**src/verilog/cc_detect_cfg.svh**
```systemverilog
/*
  constants of the cc attach and detach detector: byte offsets, field positions,
  reset values, threshold indices and pull-up codes.
  assumes it is included by bare name from the detector and its bench.
*/
`ifndef CC_DETECT_CFG_SVH
`define CC_DETECT_CFG_SVH

// ----------------------------------------
// register byte offsets
// ----------------------------------------
`define CCD_OFS_CTRL   5'h00
`define CCD_OFS_MATCH  5'h04
`define CCD_OFS_STATE  5'h08
`define CCD_OFS_STS    5'h0c
`define CCD_OFS_MASK   5'h10

// ----------------------------------------
// control fields and reset values
// ----------------------------------------
`define CCD_CTRL_SINK  0
`define CCD_CTRL_RP    1
`define CCD_CTRL_VHC   3
`define CCD_CTRL_RST   4'h2
`define CCD_MASK_RST   4'h0

// ----------------------------------------
// state word and match register fields
// ----------------------------------------
`define CCD_ST_CONN    0
`define CCD_ST_VCSEL   7
`define CCD_ST_VBUS    8
`define CCD_ST_VCONN   9
`define CCD_ST_W1      10
`define CCD_ST_W2      11
`define CCD_ST_ADV1    12
`define CCD_ST_ADV2    15
`define CCD_ST_SATT    18
`define CCD_MATCH_CC2  8

// ----------------------------------------
// event bits
// ----------------------------------------
`define CCD_EV_CC1     0
`define CCD_EV_CC2     1
`define CCD_EV_CONN    2
`define CCD_EV_SNK     3

// ----------------------------------------
// comparator threshold indices
// ----------------------------------------
`define CCD_THR_DEF    3'h0
`define CCD_THR_1A5    3'h1
`define CCD_THR_S1A5   3'h2
`define CCD_THR_3A0    3'h3
`define CCD_THR_S3A0   3'h4
`define CCD_THR_ATT    3'h5
`define CCD_THR_ATT3   3'h6
`define CCD_THR_VHC    3'h7

// ----------------------------------------
// pull-up current codes
// ----------------------------------------
`define CCD_RP_OFF     2'h0
`define CCD_RP_DEF     2'h1
`define CCD_RP_1A5     2'h2
`define CCD_RP_3A0     2'h3

`endif

```
**src/verilog/cc_detect_pkg.sv**
```systemverilog
/*
  types of the cc attach and detach detector.
  assumes nothing beyond a systemverilog compiler.
*/
`default_nettype none

package cc_detect_pkg;

  typedef enum logic [6:0] {
    CONN_NONE       = 7'h01,
    CONN_SINK       = 7'h02,
    CONN_CABLE      = 7'h04,
    CONN_CABLE_SINK = 7'h08,
    CONN_DEBUG      = 7'h10,
    CONN_AUDIO      = 7'h20,
    CONN_SNK_MODE   = 7'h40
  } conn_state_type;

  typedef enum logic [2:0] {
    LINE_OPEN = 3'h1,
    LINE_RD   = 3'h2,
    LINE_RA   = 3'h4
  } line_class_type;

  typedef enum logic [2:0] {
    ADV_NONE = 3'h0,
    ADV_DEF  = 3'h1,
    ADV_1A5  = 3'h2,
    ADV_3A0  = 3'h3,
    ADV_VHC  = 3'h4
  } adv_level_type;

  typedef struct packed {
    logic        read;
    logic        write;
    logic [4:0]  address;
    logic [3:0]  byteenable;
    logic [31:0] writedata;
  } avl_req_type;

  typedef struct packed {
    logic [7:0] m1;
    logic [7:0] m2;
    logic [1:0] chg;
  } sync_state_type;

  typedef struct packed {
    logic vbus;
    logic vconn;
    logic vconn_cc2;
    logic watch_cc1;
    logic watch_cc2;
  } port_ctl_type;

  typedef struct packed {
    logic           [3:0]  ctrl;
    conn_state_type        conn;
    port_ctl_type          pc;
    adv_level_type         adv1;
    adv_level_type         adv2;
    logic                  snk_att;
    logic           [3:0]  sts;
    logic           [3:0]  mask;
    logic           [31:0] rdata;
    logic                  ack;
    logic           [1:0]  rp_out;
    logic                  irq;
  } det_state_type;

endpackage : cc_detect_pkg

`default_nettype wire

```
**src/verilog/cc_match_sync.sv**
```systemverilog
/*
  registers the two raw comparator vectors and flags any change of them.
  assumes the comparator outputs are synchronous to clk_sys_in.
*/
`default_nettype none

module cc_match_sync (
  input  wire logic       clk_sys_in,
  input  wire logic       srst_in,
  input  wire logic [7:0] cc1_raw_in,
  input  wire logic [7:0] cc2_raw_in,
  output logic      [7:0] cc1_match_out,
  output logic      [7:0] cc2_match_out,
  output logic      [1:0] change_out
);

  cc_detect_pkg::sync_state_type st_reg;
  cc_detect_pkg::sync_state_type st_next;

  // ----------------------------------------
  // capture
  // ----------------------------------------
  always_comb begin
    st_next        = st_reg;
    st_next.m1     = cc1_raw_in;
    st_next.m2     = cc2_raw_in;
    st_next.chg[0] = cc1_raw_in != st_reg.m1;
    st_next.chg[1] = cc2_raw_in != st_reg.m2;
    if (srst_in) begin
      st_next = '0;
    end
  end

  always_ff @(posedge clk_sys_in) begin
    st_reg <= st_next;
  end

  assign cc1_match_out = st_reg.m1;
  assign cc2_match_out = st_reg.m2;
  assign change_out    = st_reg.chg;

endmodule : cc_match_sync

`default_nettype wire

```
**src/verilog/typec_cc_attach_detect.sv**
```systemverilog
/*
  type-c cc attach and detach detector: classifies both cc lines from the
  threshold match vectors, drives vbus, vconn and watch controls, applies the
  pull-up current code and reports state over an avalon-mm slave.
  assumes comparator, strap and bus power sense inputs are synchronous to
  clk_sys_in, and that the analog comparator steps through all thresholds.
*/
// The address map and register access over Avalon-MM were chosen for this implementation.
// Operation
// - each cc line reports an eight-bit vector, one bit per threshold
// - source facing only an ra load reads an all-zero vector
// - source with sink attached matches threshold 0, 1 or 3 per level
// - source with open line matches 0+5, 1+5 or 3+6 per level
// - vendor high-current mode with open line matches threshold 7 only
// - sink sees 0+2 for 1.5 A, 0+2+4 for 3.0 A, plus 7 vendor
// - both lines open as source: unattached, watch both, power off
// - one rd, one open: sink attached, watch rd line, vbus on
// - one ra, one open: cable only, watch both lines, power off
// - ra plus rd: watch rd line only, vbus and vconn on
// - rd+rd debug, ra+ra audio accessory, watch both, power off
// - two-bit pull-up code: off, default, 1.5 A, 3.0 A
// - no pull-up advertisement while the configuration strap is sampled
// - sink attach uses threshold 5 for default and 1.5 A, 6 for 3.0 A
// - as sink, follow changes of the advertised source level
// - threshold 7 is kept for the vendor high-current mode
`include "cc_detect_cfg.svh"
`default_nettype none

module typec_cc_attach_detect (
  input  wire logic                        clk_sys_in,
  input  wire logic                        srst_in,
  input  wire cc_detect_pkg::avl_req_type  avl_in,
  output logic                      [31:0] avl_readdata_out,
  output logic                             avl_waitrequest_out,
  input  wire logic                 [7:0]  cc1_cmp_in,
  input  wire logic                 [7:0]  cc2_cmp_in,
  input  wire logic                        strap_sample_in,
  input  wire logic                        bus_power_sense_pin_in,
  output logic                      [1:0]  pullup_current_select_out,
  output logic                             vbus_en_out,
  output logic                             vconn_en_out,
  output logic                             vconn_cc2_out,
  output logic                             watch_cc1_out,
  output logic                             watch_cc2_out,
  output logic                             irq_out
);

  // ----------------------------------------
  // decode functions
  // ----------------------------------------
  function automatic logic [2:0] attach_thr(input logic [1:0] rp, input logic vhc);
    logic [2:0] t;
    t = `CCD_THR_ATT;
    if (vhc) begin
      t = `CCD_THR_VHC;
    end else if (rp == `CCD_RP_3A0) begin
      t = `CCD_THR_ATT3;
    end
    return t;
  endfunction : attach_thr

  function automatic cc_detect_pkg::line_class_type classify(
    input logic [7:0] m, input logic [2:0] att);
    cc_detect_pkg::line_class_type c;
    c = cc_detect_pkg::LINE_RD;
    if (m[att]) begin
      c = cc_detect_pkg::LINE_OPEN;
    end else if (m == 8'h00) begin
      c = cc_detect_pkg::LINE_RA;
    end
    return c;
  endfunction : classify

  function automatic cc_detect_pkg::adv_level_type sink_adv(input logic [7:0] m);
    cc_detect_pkg::adv_level_type a;
    a = cc_detect_pkg::ADV_NONE;
    if (m[`CCD_THR_VHC]) begin
      a = cc_detect_pkg::ADV_VHC;
    end else if (m[`CCD_THR_S3A0]) begin
      a = cc_detect_pkg::ADV_3A0;
    end else if (m[`CCD_THR_S1A5]) begin
      a = cc_detect_pkg::ADV_1A5;
    end else if (m[`CCD_THR_DEF]) begin
      a = cc_detect_pkg::ADV_DEF;
    end
    return a;
  endfunction : sink_adv

  // ----------------------------------------
  // match capture
  // ----------------------------------------
  logic [7:0] m1;
  logic [7:0] m2;
  logic [1:0] m_chg;

  cc_match_sync u_sync (
    .clk_sys_in    (clk_sys_in),
    .srst_in       (srst_in),
    .cc1_raw_in    (cc1_cmp_in),
    .cc2_raw_in    (cc2_cmp_in),
    .cc1_match_out (m1),
    .cc2_match_out (m2),
    .change_out    (m_chg)
  );

  // ----------------------------------------
  // state
  // ----------------------------------------
  cc_detect_pkg::det_state_type   st_reg;
  cc_detect_pkg::det_state_type   st_next;
  cc_detect_pkg::line_class_type  c1;
  cc_detect_pkg::line_class_type  c2;
  logic                           is_sink;
  logic [1:0]                     rp;
  logic [2:0]                     att;
  logic                           req;
  logic                           wr_ok;
  logic [31:0]                    state_word;

  assign is_sink = st_reg.ctrl[`CCD_CTRL_SINK];
  assign rp      = st_reg.ctrl[`CCD_CTRL_RP +: 2];
  assign att     = attach_thr(rp, st_reg.ctrl[`CCD_CTRL_VHC]);
  assign c1      = classify(m1, att);
  assign c2      = classify(m2, att);
  assign req     = avl_in.read | avl_in.write;
  assign wr_ok   = avl_in.write & st_reg.ack & avl_in.byteenable[0];

  always_comb begin
    state_word = '0;
    state_word[`CCD_ST_CONN +: 7] = st_reg.conn;
    state_word[`CCD_ST_VCSEL]     = st_reg.pc.vconn_cc2;
    state_word[`CCD_ST_VBUS]      = st_reg.pc.vbus;
    state_word[`CCD_ST_VCONN]     = st_reg.pc.vconn;
    state_word[`CCD_ST_W1]        = st_reg.pc.watch_cc1;
    state_word[`CCD_ST_W2]        = st_reg.pc.watch_cc2;
    state_word[`CCD_ST_ADV1 +: 3] = st_reg.adv1;
    state_word[`CCD_ST_ADV2 +: 3] = st_reg.adv2;
    state_word[`CCD_ST_SATT]      = st_reg.snk_att;
  end

  always_comb begin
    st_next     = st_reg;
    st_next.ack = req & ~st_reg.ack;

    // ----------------------------------------
    // connection decode
    // ----------------------------------------
    // the comparator reads nonsense while the pull-up is steered to the
    // strap, so the last decision is held over that window
    if (!strap_sample_in) begin
      st_next.adv1 = sink_adv(m1);
      st_next.adv2 = sink_adv(m2);
      st_next.snk_att = bus_power_sense_pin_in &
                        (st_next.adv1 != cc_detect_pkg::ADV_NONE ||
                         st_next.adv2 != cc_detect_pkg::ADV_NONE);
      st_next.pc = '0;
      st_next.pc.watch_cc1 = 1'b1;
      st_next.pc.watch_cc2 = 1'b1;
      if (is_sink || rp == `CCD_RP_OFF) begin
        st_next.conn = is_sink ? cc_detect_pkg::CONN_SNK_MODE : cc_detect_pkg::CONN_NONE;
      end else begin
        unique case ({c1, c2})
          {cc_detect_pkg::LINE_OPEN, cc_detect_pkg::LINE_OPEN}: begin
            st_next.conn = cc_detect_pkg::CONN_NONE;
          end
          {cc_detect_pkg::LINE_RD, cc_detect_pkg::LINE_OPEN},
          {cc_detect_pkg::LINE_OPEN, cc_detect_pkg::LINE_RD}: begin
            st_next.conn = cc_detect_pkg::CONN_SINK;
            st_next.pc.vbus = 1'b1;
            st_next.pc.watch_cc1 = (c1 == cc_detect_pkg::LINE_RD);
            st_next.pc.watch_cc2 = (c2 == cc_detect_pkg::LINE_RD);
          end
          {cc_detect_pkg::LINE_RA, cc_detect_pkg::LINE_OPEN},
          {cc_detect_pkg::LINE_OPEN, cc_detect_pkg::LINE_RA}: begin
            st_next.conn = cc_detect_pkg::CONN_CABLE;
          end
          {cc_detect_pkg::LINE_RA, cc_detect_pkg::LINE_RD},
          {cc_detect_pkg::LINE_RD, cc_detect_pkg::LINE_RA}: begin
            st_next.conn = cc_detect_pkg::CONN_CABLE_SINK;
            st_next.pc.vbus = 1'b1;
            st_next.pc.vconn = 1'b1;
            st_next.pc.vconn_cc2 = (c2 == cc_detect_pkg::LINE_RA);
            st_next.pc.watch_cc1 = (c1 == cc_detect_pkg::LINE_RD);
            st_next.pc.watch_cc2 = (c2 == cc_detect_pkg::LINE_RD);
          end
          {cc_detect_pkg::LINE_RD, cc_detect_pkg::LINE_RD}: begin
            st_next.conn = cc_detect_pkg::CONN_DEBUG;
          end
          default: begin
            st_next.conn = cc_detect_pkg::CONN_AUDIO;
          end
        endcase
      end
    end

    // ----------------------------------------
    // pull-up drive
    // ----------------------------------------
    st_next.rp_out = strap_sample_in ? `CCD_RP_OFF : rp;

    // ----------------------------------------
    // register access
    // ----------------------------------------
    st_next.rdata = '0;
    if (avl_in.read && !st_reg.ack) begin
      unique case (avl_in.address)
        `CCD_OFS_CTRL:  st_next.rdata = {28'h0000000, st_reg.ctrl};
        `CCD_OFS_MATCH: st_next.rdata = {16'h0000, m2, m1};
        `CCD_OFS_STATE: st_next.rdata = state_word;
        `CCD_OFS_STS:   st_next.rdata = {28'h0000000, st_reg.sts};
        `CCD_OFS_MASK:  st_next.rdata = {28'h0000000, st_reg.mask};
        default:        st_next.rdata = '0;
      endcase
    end
    if (wr_ok && avl_in.address == `CCD_OFS_CTRL) begin
      st_next.ctrl = avl_in.writedata[3:0];
    end
    if (wr_ok && avl_in.address == `CCD_OFS_MASK) begin
      st_next.mask = avl_in.writedata[3:0];
    end
    if (wr_ok && avl_in.address == `CCD_OFS_STS) begin
      st_next.sts = st_reg.sts & ~avl_in.writedata[3:0];
    end

    // ----------------------------------------
    // events; a set in the clearing cycle wins
    // ----------------------------------------
    st_next.sts[`CCD_EV_CC1] = st_next.sts[`CCD_EV_CC1] | m_chg[0];
    st_next.sts[`CCD_EV_CC2] = st_next.sts[`CCD_EV_CC2] | m_chg[1];
    st_next.sts[`CCD_EV_CONN] = st_next.sts[`CCD_EV_CONN] |
                                (st_next.conn != st_reg.conn);
    st_next.sts[`CCD_EV_SNK] = st_next.sts[`CCD_EV_SNK] |
                               (st_next.snk_att != st_reg.snk_att);
    st_next.irq = |(st_next.sts & st_next.mask);

    if (srst_in) begin
      st_next = '0;
      st_next.ctrl = `CCD_CTRL_RST;
      st_next.mask = `CCD_MASK_RST;
      st_next.conn = cc_detect_pkg::CONN_NONE;
      st_next.pc.watch_cc1 = 1'b1;
      st_next.pc.watch_cc2 = 1'b1;
    end
  end

  always_ff @(posedge clk_sys_in) begin
    st_reg <= st_next;
  end

  // ----------------------------------------
  // outputs
  // ----------------------------------------
  assign avl_waitrequest_out       = req & ~st_reg.ack;
  assign avl_readdata_out          = st_reg.rdata;
  assign pullup_current_select_out = st_reg.rp_out;
  assign vbus_en_out               = st_reg.pc.vbus;
  assign vconn_en_out              = st_reg.pc.vconn;
  assign vconn_cc2_out             = st_reg.pc.vconn_cc2;
  assign watch_cc1_out             = st_reg.pc.watch_cc1;
  assign watch_cc2_out             = st_reg.pc.watch_cc2;
  assign irq_out                   = st_reg.irq;

  logic src_def;
  logic src_3a0;
  assign src_def = !is_sink && rp == `CCD_RP_DEF && !st_reg.ctrl[`CCD_CTRL_VHC] && !strap_sample_in;
  assign src_3a0 = !is_sink && rp == `CCD_RP_3A0 && !st_reg.ctrl[`CCD_CTRL_VHC] && !strap_sample_in;

  function automatic logic conn_is(input cc_detect_pkg::conn_state_type c);
    return st_reg.conn == c;
  endfunction : conn_is
endmodule : typec_cc_attach_detect

`default_nettype wire

```
**config.mk**
```make
export PLATFORM = sky130hd
export DESIGN_NAME = typec_cc_attach_detect
export DESIGN_NICKNAME = d
export VERILOG_FILES = /design/src/verilog/cc_detect_pkg.sv /design/src/verilog/cc_match_sync.sv /design/src/verilog/typec_cc_attach_detect.sv
export VERILOG_INCLUDE_DIRS = /design/src /design/src/verilog
export SDC_FILE = /design/constraint.sdc
export NUM_CORES = 1
export LEC_CHECK = 0
export ABC_CLOCK_PERIOD_IN_PS = 2400
export BUFFER_PORTS_ARGS = -buffer_cell sky130_fd_sc_hd__buf_2
export CORE_MARGIN = 2
export CORE_UTILIZATION = 53
export CTS_BUF_LIST = sky130_fd_sc_hd__clkbuf_2
export DETAILED_ROUTE_END_ITERATION = 8
export PLACE_DENSITY = 0.82
export SYNTH_ARGS = -nofsm -noshare
export SYNTH_HDL_FRONTEND = slang
export SYNTH_SLANG_ARGS = --single-unit
```
**constraint.sdc**
```tcl
create_clock -name clk_sys_in -period 2.4 [get_ports clk_sys_in]
set_input_delay 0.24 -clock clk_sys_in [delete_from_list [all_inputs] [get_ports clk_sys_in]]
set_output_delay 0.24 -clock clk_sys_in [all_outputs]
set_load 0.005 [all_outputs]
```
# After elaboration in Yosys (flattened, before gate mapping)
# Index checks and enable logic that the tools add are counted.
dict set report word_totals {
  in_bits 63
  wordCells 105
  out_inout_bits 41
  register_bits 85
}
dict set report op_classes {
  reduce_logical 20
  eq_ne 20
  n_lt_le_gt_ge 1
  muxes 31
  bitwise 14
}
# operator n
set op_table {}
lappend op_table {{$pmux 19 s5} 1}
lappend op_table {{$pmux 6 s5} 1}
lappend op_table {{$mux 3} 8}
lappend op_table {{$mux 19} 1}
lappend op_table {{$eq 6x4->1 const B} 3}
lappend op_table {{$eq 6x5->1 const B} 3}
lappend op_table {{$logic_not 8->1} 2}
lappend op_table {{$mux 2} 8}
lappend op_table {{$ne 8x8->1} 2}
lappend op_table {{$mux 7} 2}
lappend op_table {{$eq 6x6->1 const B} 2}
lappend op_table {{$eq 5x4->1 const B} 2}
lappend op_table {{$reduce_or 2->1} 5}
lappend op_table {{$and 4x4->4} 2}
lappend op_table {{$mux 4} 2}
lappend op_table {{$reduce_or 4->1} 2}
lappend op_table {{$ne 7x7->1} 1}
lappend op_table {{$bmux 1 s3} 2}
lappend op_table {{$eq 3x2->1 const B} 2}
lappend op_table {{$reduce_bool 3->1} 2}
lappend op_table {{$eq 5x3->1 const B} 1}
lappend op_table {{$eq 5x5->1 const B} 1}
lappend op_table {{$logic_not 5->1} 1}
lappend op_table {{$mux 1} 5}
lappend op_table {{other kinds (13)} 25}

# Depth between registers and ports, before layout
dict set report logic_depth {
  ltp_word 15
  ltp_mapped 8
  depth_no_buf 7
}

# Cells and area by module
# Synthesis repeated with hierarchy kept, for this count alone.
dict set report hier_totals {
  cells_unflattened 363
  hier_area_um2 3326.9
}
# mod n_inst cells_per_inst seq_area_each_um2 area_per_inst_um2
set modules_own_cells {}
lappend modules_own_cells {typec_cc_attach_detect 1 306 1081.0 2686.3}
lappend modules_own_cells {cc_match_sync 1 57 360.3 640.6}

# Worst setup path after synthesis
# No wires, ideal clock.
dict set report synth_timing {
  path_type {reg-to-reg}
  from {register st_reg, in the netlist rp[0]}
  to {register st_reg, in the netlist irq_out}
  path_buffers 1
  path_slack_ns 0.271
  required_ns 2.265
  path_stages_with_launch 9
  period_less_slack_ns 2.129
  setup_ns 0.135
  t_arrival_ns 1.994
  path_cell_list {dfxtp_1 > buf_2 > and3_1 > o31ai_4 > nand2_1 > a221o_1 > a222oi_1 > a2111o_1 > o311ai_1}
}
dict set report synth_between {
  elab_chain_cells 15
  word_cells_on_any_way 29
  cone_classes {eq/ne: 10; mux: 11; bitwise: 2; reduce/logical: 6}
}
# item line_no
set synth_lines {}
lappend synth_lines {{from (decl)} typec_cc_attach_detect.sv:109} ;# cc_detect_pkg::det_state_type st_reg;
lappend synth_lines {{from (signal assigned)} typec_cc_attach_detect.sv:247} ;# st_reg <= st_next;
lappend synth_lines {{$eq 2x2->1 (no line)} -}
lappend synth_lines {{$mux 2} typec_cc_attach_detect.sv:56} ;# end else if (rp == `CCD_RP_3A0) begin
lappend synth_lines {{$mux 2} typec_cc_attach_detect.sv:54} ;# if (vhc) begin
lappend synth_lines {{$bmux 1 s3} typec_cc_attach_detect.sv:66} ;# if (m[att]) begin
lappend synth_lines {{$mux 1 (implied by the code)} typec_cc_attach_detect.sv:66}
lappend synth_lines {{$mux 3} typec_cc_attach_detect.sv:66}
lappend synth_lines {{$eq 6x6->1 (tied with other cells)} typec_cc_attach_detect.sv:162} ;# unique case ({c1, c2})
lappend synth_lines {{$reduce_or 2->1} typec_cc_attach_detect.sv:162}
lappend synth_lines {{$pmux 6 s5} typec_cc_attach_detect.sv:162}
lappend synth_lines {{$mux 7 *} typec_cc_attach_detect.sv:159} ;# if (is_sink || rp == `CCD_RP_OFF) begin
lappend synth_lines {{$mux 19 *} typec_cc_attach_detect.sv:150} ;# if (!strap_sample_in) begin
lappend synth_lines {{$ne 7x7->1 *} typec_cc_attach_detect.sv:231} ;# (st_next.conn != st_reg.conn);
lappend synth_lines {{$or 1x1->1 *} typec_cc_attach_detect.sv:230} ;# st_next.sts[`CCD_EV_CONN] = st_next.sts[`CCD_EV_CONN] |
lappend synth_lines {{$and 4x4->4 *} typec_cc_attach_detect.sv:234} ;# st_next.irq = |(st_next.sts & st_next.mask);
lappend synth_lines {{$reduce_or 4->1 *} typec_cc_attach_detect.sv:234}
# Mark *: on every way between the ends. The rest lies on a longest branch, timed or not. The select of a mux whose other input is x is not followed.
# A chain may end at the register's enable or synchronous reset.

# Worst setup path in the final report
dict set report layout_timing {
  from {register u_sync.st_reg, in the netlist u_sync.cc2_match_out[5]}
  to {register st_reg, in the netlist irq_out}
}
dict set report layout_between {
  elab_chain_cells 12
  word_cells_on_any_way 23
  cone_classes {eq/ne: 9; mux: 7; bitwise: 2; reduce/logical: 5}
}
# item line_no
set layout_lines {}
lappend layout_lines {{from (decl)} cc_match_sync.sv:17} ;# cc_detect_pkg::sync_state_type st_reg;
lappend layout_lines {{from (signal assigned)} cc_match_sync.sv:35} ;# st_reg <= st_next;
lappend layout_lines {{$bmux 1 s3 / $logic_not 8->1 (equally long branches)} {typec_cc_attach_detect.sv:66, typec_cc_attach_detect.sv:68}}
lappend layout_lines {{$mux 1 (implied by the code) / $mux 3 (equally long branches)} {typec_cc_attach_detect.sv:66, typec_cc_attach_detect.sv:68}}
lappend layout_lines {{$mux 3 *} typec_cc_attach_detect.sv:66}
lappend layout_lines {{$eq 6x6->1 (tied with other cells)} typec_cc_attach_detect.sv:162}
lappend layout_lines {{$reduce_or 2->1} typec_cc_attach_detect.sv:162}
lappend layout_lines {{$pmux 6 s5 *} typec_cc_attach_detect.sv:162}
lappend layout_lines {{$mux 7 *} typec_cc_attach_detect.sv:159}
lappend layout_lines {{$mux 19 *} typec_cc_attach_detect.sv:150}
lappend layout_lines {{$ne 7x7->1 *} typec_cc_attach_detect.sv:231}
lappend layout_lines {{$or 1x1->1 *} typec_cc_attach_detect.sv:230}
lappend layout_lines {{$and 4x4->4 *} typec_cc_attach_detect.sv:234}
lappend layout_lines {{$reduce_or 4->1 *} typec_cc_attach_detect.sv:234}
# Marks and branches as above.

==> impl_metrics.yaml <==
placement:
  port_buffers: 59
  gp_congestion: 0.915
  hpwl_um: 5320
  placed_area_mm2: 0.00351
  post-place-ws_ns: 0.0834
die:
  die_w_um: 82.6
  io_pins: 104
  start_util_pct: 54.9
  coreArea_mm2: 0.00596
  die-area_mm2: 0.00682
  rows: 28
  die_y_um: 82.6
routing:
  drt-initial-drc-count: 258
  vias: 2860
  wl_met3_um: 632
  met2WireLength_um: 3780
  wl_um: 7730
  via_per_inst: 5.58
  top_layer_used: "met4"
  drt-pass1-iter-count: 5
  wl_met1_um: 3170
  drc: 0
  ant_nets: 0
  avgRoutedWirePerCell_um: 15.1
timing:
  setup_slack_ns: 0.0778
  fmax_ghz: 0.431
  period_minus_slack_ns: 2.32
  maxSlewViolCount: 0
  relSlewSlack_pct: 63.4
  fin_crit_sh_pct: 96.8
  final.setup.tns_ns: 0
  setup_viol: 0
  fin_hold_ws_ns: 0.00781
  hold_violations: 0
  max_slew.worst_pin.slew_ns: 0.549
  clock_skew_ns: 0.0129
  rsz0062_at_grt: "false"
final_layout:
  largest_reg_flops: 24
  layout.nets: 496
  design_area_mm2: 0.00386
  diodes: 0
  syn2layout_area_growth_pct: 17.9
  fin_util_pct: 64.8
  drive_gt1_share_pct: 24.9
synth:
  yosysTopAreaCellShare_pct: 44.1
  async_flop_share_pct: 0
  yosysUniqueCellTypes: 49
  yosysWarnings: 0
  ys.flop_type: "dfxtp_1"
  synthMostInstantiatedCell: "dfxtp_1"
  ys_top_cells_by_count: "72 x dfxtp_1, 45 x nor2_1, 34 x buf_4"
  syn_area_mm2: 0.00327
  synth_top_area_cell: "dfxtp_1"
  synth-edff-count: 0
  synthTopCellsByArea: "dfxtp_1 44%, buf_4 7.8%, a22oi_1 5.3%, nor2_1 5.2%, xor2_1 4.8%"
  ys_ff_latch: 72
  yosysSeqAreaShare_pct: 44.1
  syn_inst: 364
  syn_avg_cell_area_um2: 8.99
global_route:
  grt_antenna_before_repair: 0
  grt_first_pass_wirelength_um: 12300
  grt_pass1_vias: 2676
  overflow: 0
  grt_usage_pct: 24.3
  grt_max_degree: 56
outcome:
  status: "complete, no violations"
clock_tree:
  clk_pin_slew_ns: 0.19
  htreeDepth: 3
  cts_sinks: 72
  worstSkewPairLatency_ns: 0.53
  numCtsBuffers: 9
  clock_path_buffers: 2
  tritoncts: "built"
  clock-root-buffer: "clkbuf_2"
worst_setup_path:
  crit_required_ns: 2.81
  end_kind: "flip-flop"
  cp_max_fo: 5
  startpoint_type: "flip-flop"
  cp.arrival_ns: 2.73
  path_class: "reg2reg"
power_and_ir_drop:
  power.density_mw_per_mm2: 572
  leakage_nw: 1.67
  peakVddDrop_mv: 0.404
run:
  maxCapViolations: 0
worst_hold_path:
  hp-class: "in2reg"
==> stage by stage <==
| step | total power, mW | cells |
|---|---|---|
| after floorplan | 1.46 | 376 |
| after global placement | 1.52 | 475 |
| after detailed placement | 1.53 | 475 |
| after CTS | 2.19 | 512 |
| after global routing | 2.30 | 513 |
| final | 2.20 | 513 |
==> repair_timing <==
action | 4_1_cts | 5_1_grt
setup buffers | 0 | 1
gates resized for setup | 0 | 8
hold buffers | 21 | 0
setup endpoints to repair | 0 | 2
endpoints found under the hold margin | 22 | 0
==> worst max-delay path, stage by stage, from the launching register on <==
cell and delay, ns:
dfxtp_1 0.40, a21boi_1 0.17, o31ai_4 0.33, nand2_2 0.16, a221o_1 0.36, a222oi_1 0.45, a2111o_1 0.23, o311ai_1 0.12
==> area by class of cell <==
cell class	count	area, um^2
Multi-Input combinational cell	246	1550
Inverter	6	22.5
Fill cell	512	2100
Clock inverter	5	47.5
Clock buffer	11	55.1
Sequential cell	72	1450
Tap cell	75	93.8
Timing Repair Buffer	98	641
==> path summary, 6_finish.rpt <==
path	startpoint	endpoint	slack, ns	cells past startpoint
worst max-delay path	u_sync.cc2_match_out[5]$_SDFF_PP0_	irq_out$_SDFF_PP0_	0.08	7
worst min-delay path	avl_in[41]	st_reg[3]$_SDFF_PP0_	0.008	3
worst max register to register	u_sync.cc2_match_out[5]$_SDFF_PP0_	irq_out$_SDFF_PP0_	0.08	7
worst min register to register	st_reg[46]$_SDFFE_PP0N_	avl_readdata_out[16]$_SDFF_PP0_	0.48	1
==> placed cells by master, fill, tap and decap left out, types with 5 or more instances in the layout <==
cell type      instances
a21oi_1               20
xor2_1                18
dlygate4sd3_1         21
mux2i_1                9
nand2b_1               5
nor3_1                11
dfxtp_1               69
nor4_1                 6
nand2_1               20
nor2_1                45
conb_1                13
nor2b_1               18
a22oi_1               23
buf_4                 18
inv_1                  6
clkbuf_2              11
buf_2                 59
==> where the power goes <==
part / internal [mW] / switching [mW] / leakage (nW)
combinational: 0.133 / 0.138 / 1.01
sequential: 1.24 / 0.0402 / 0.590
clock: 0.240 / 0.418 / 0.0708
==> per-layer routing <==
metal / track usage [%] / vias to the layer above
met5: 0 / -
met1: 30.2 / 1327
met2: 39.9 / 157
met3: 5.87 / 20
li1: - / 1356
met4: 10.8 / 0
==> logic make-up after synthesis <==
kind of cell    Yosys count  synth area share [%]
simple gates            133                  20.7
flops                    72                  44.1
compound gates           71                  16.4
buf+inv                  58                  10.6
xor+xnor                 19                  5.09
mux                      10                  3.10
other cells               1                 0.115
Note: power is estimated with default switching activity, not from simulation.
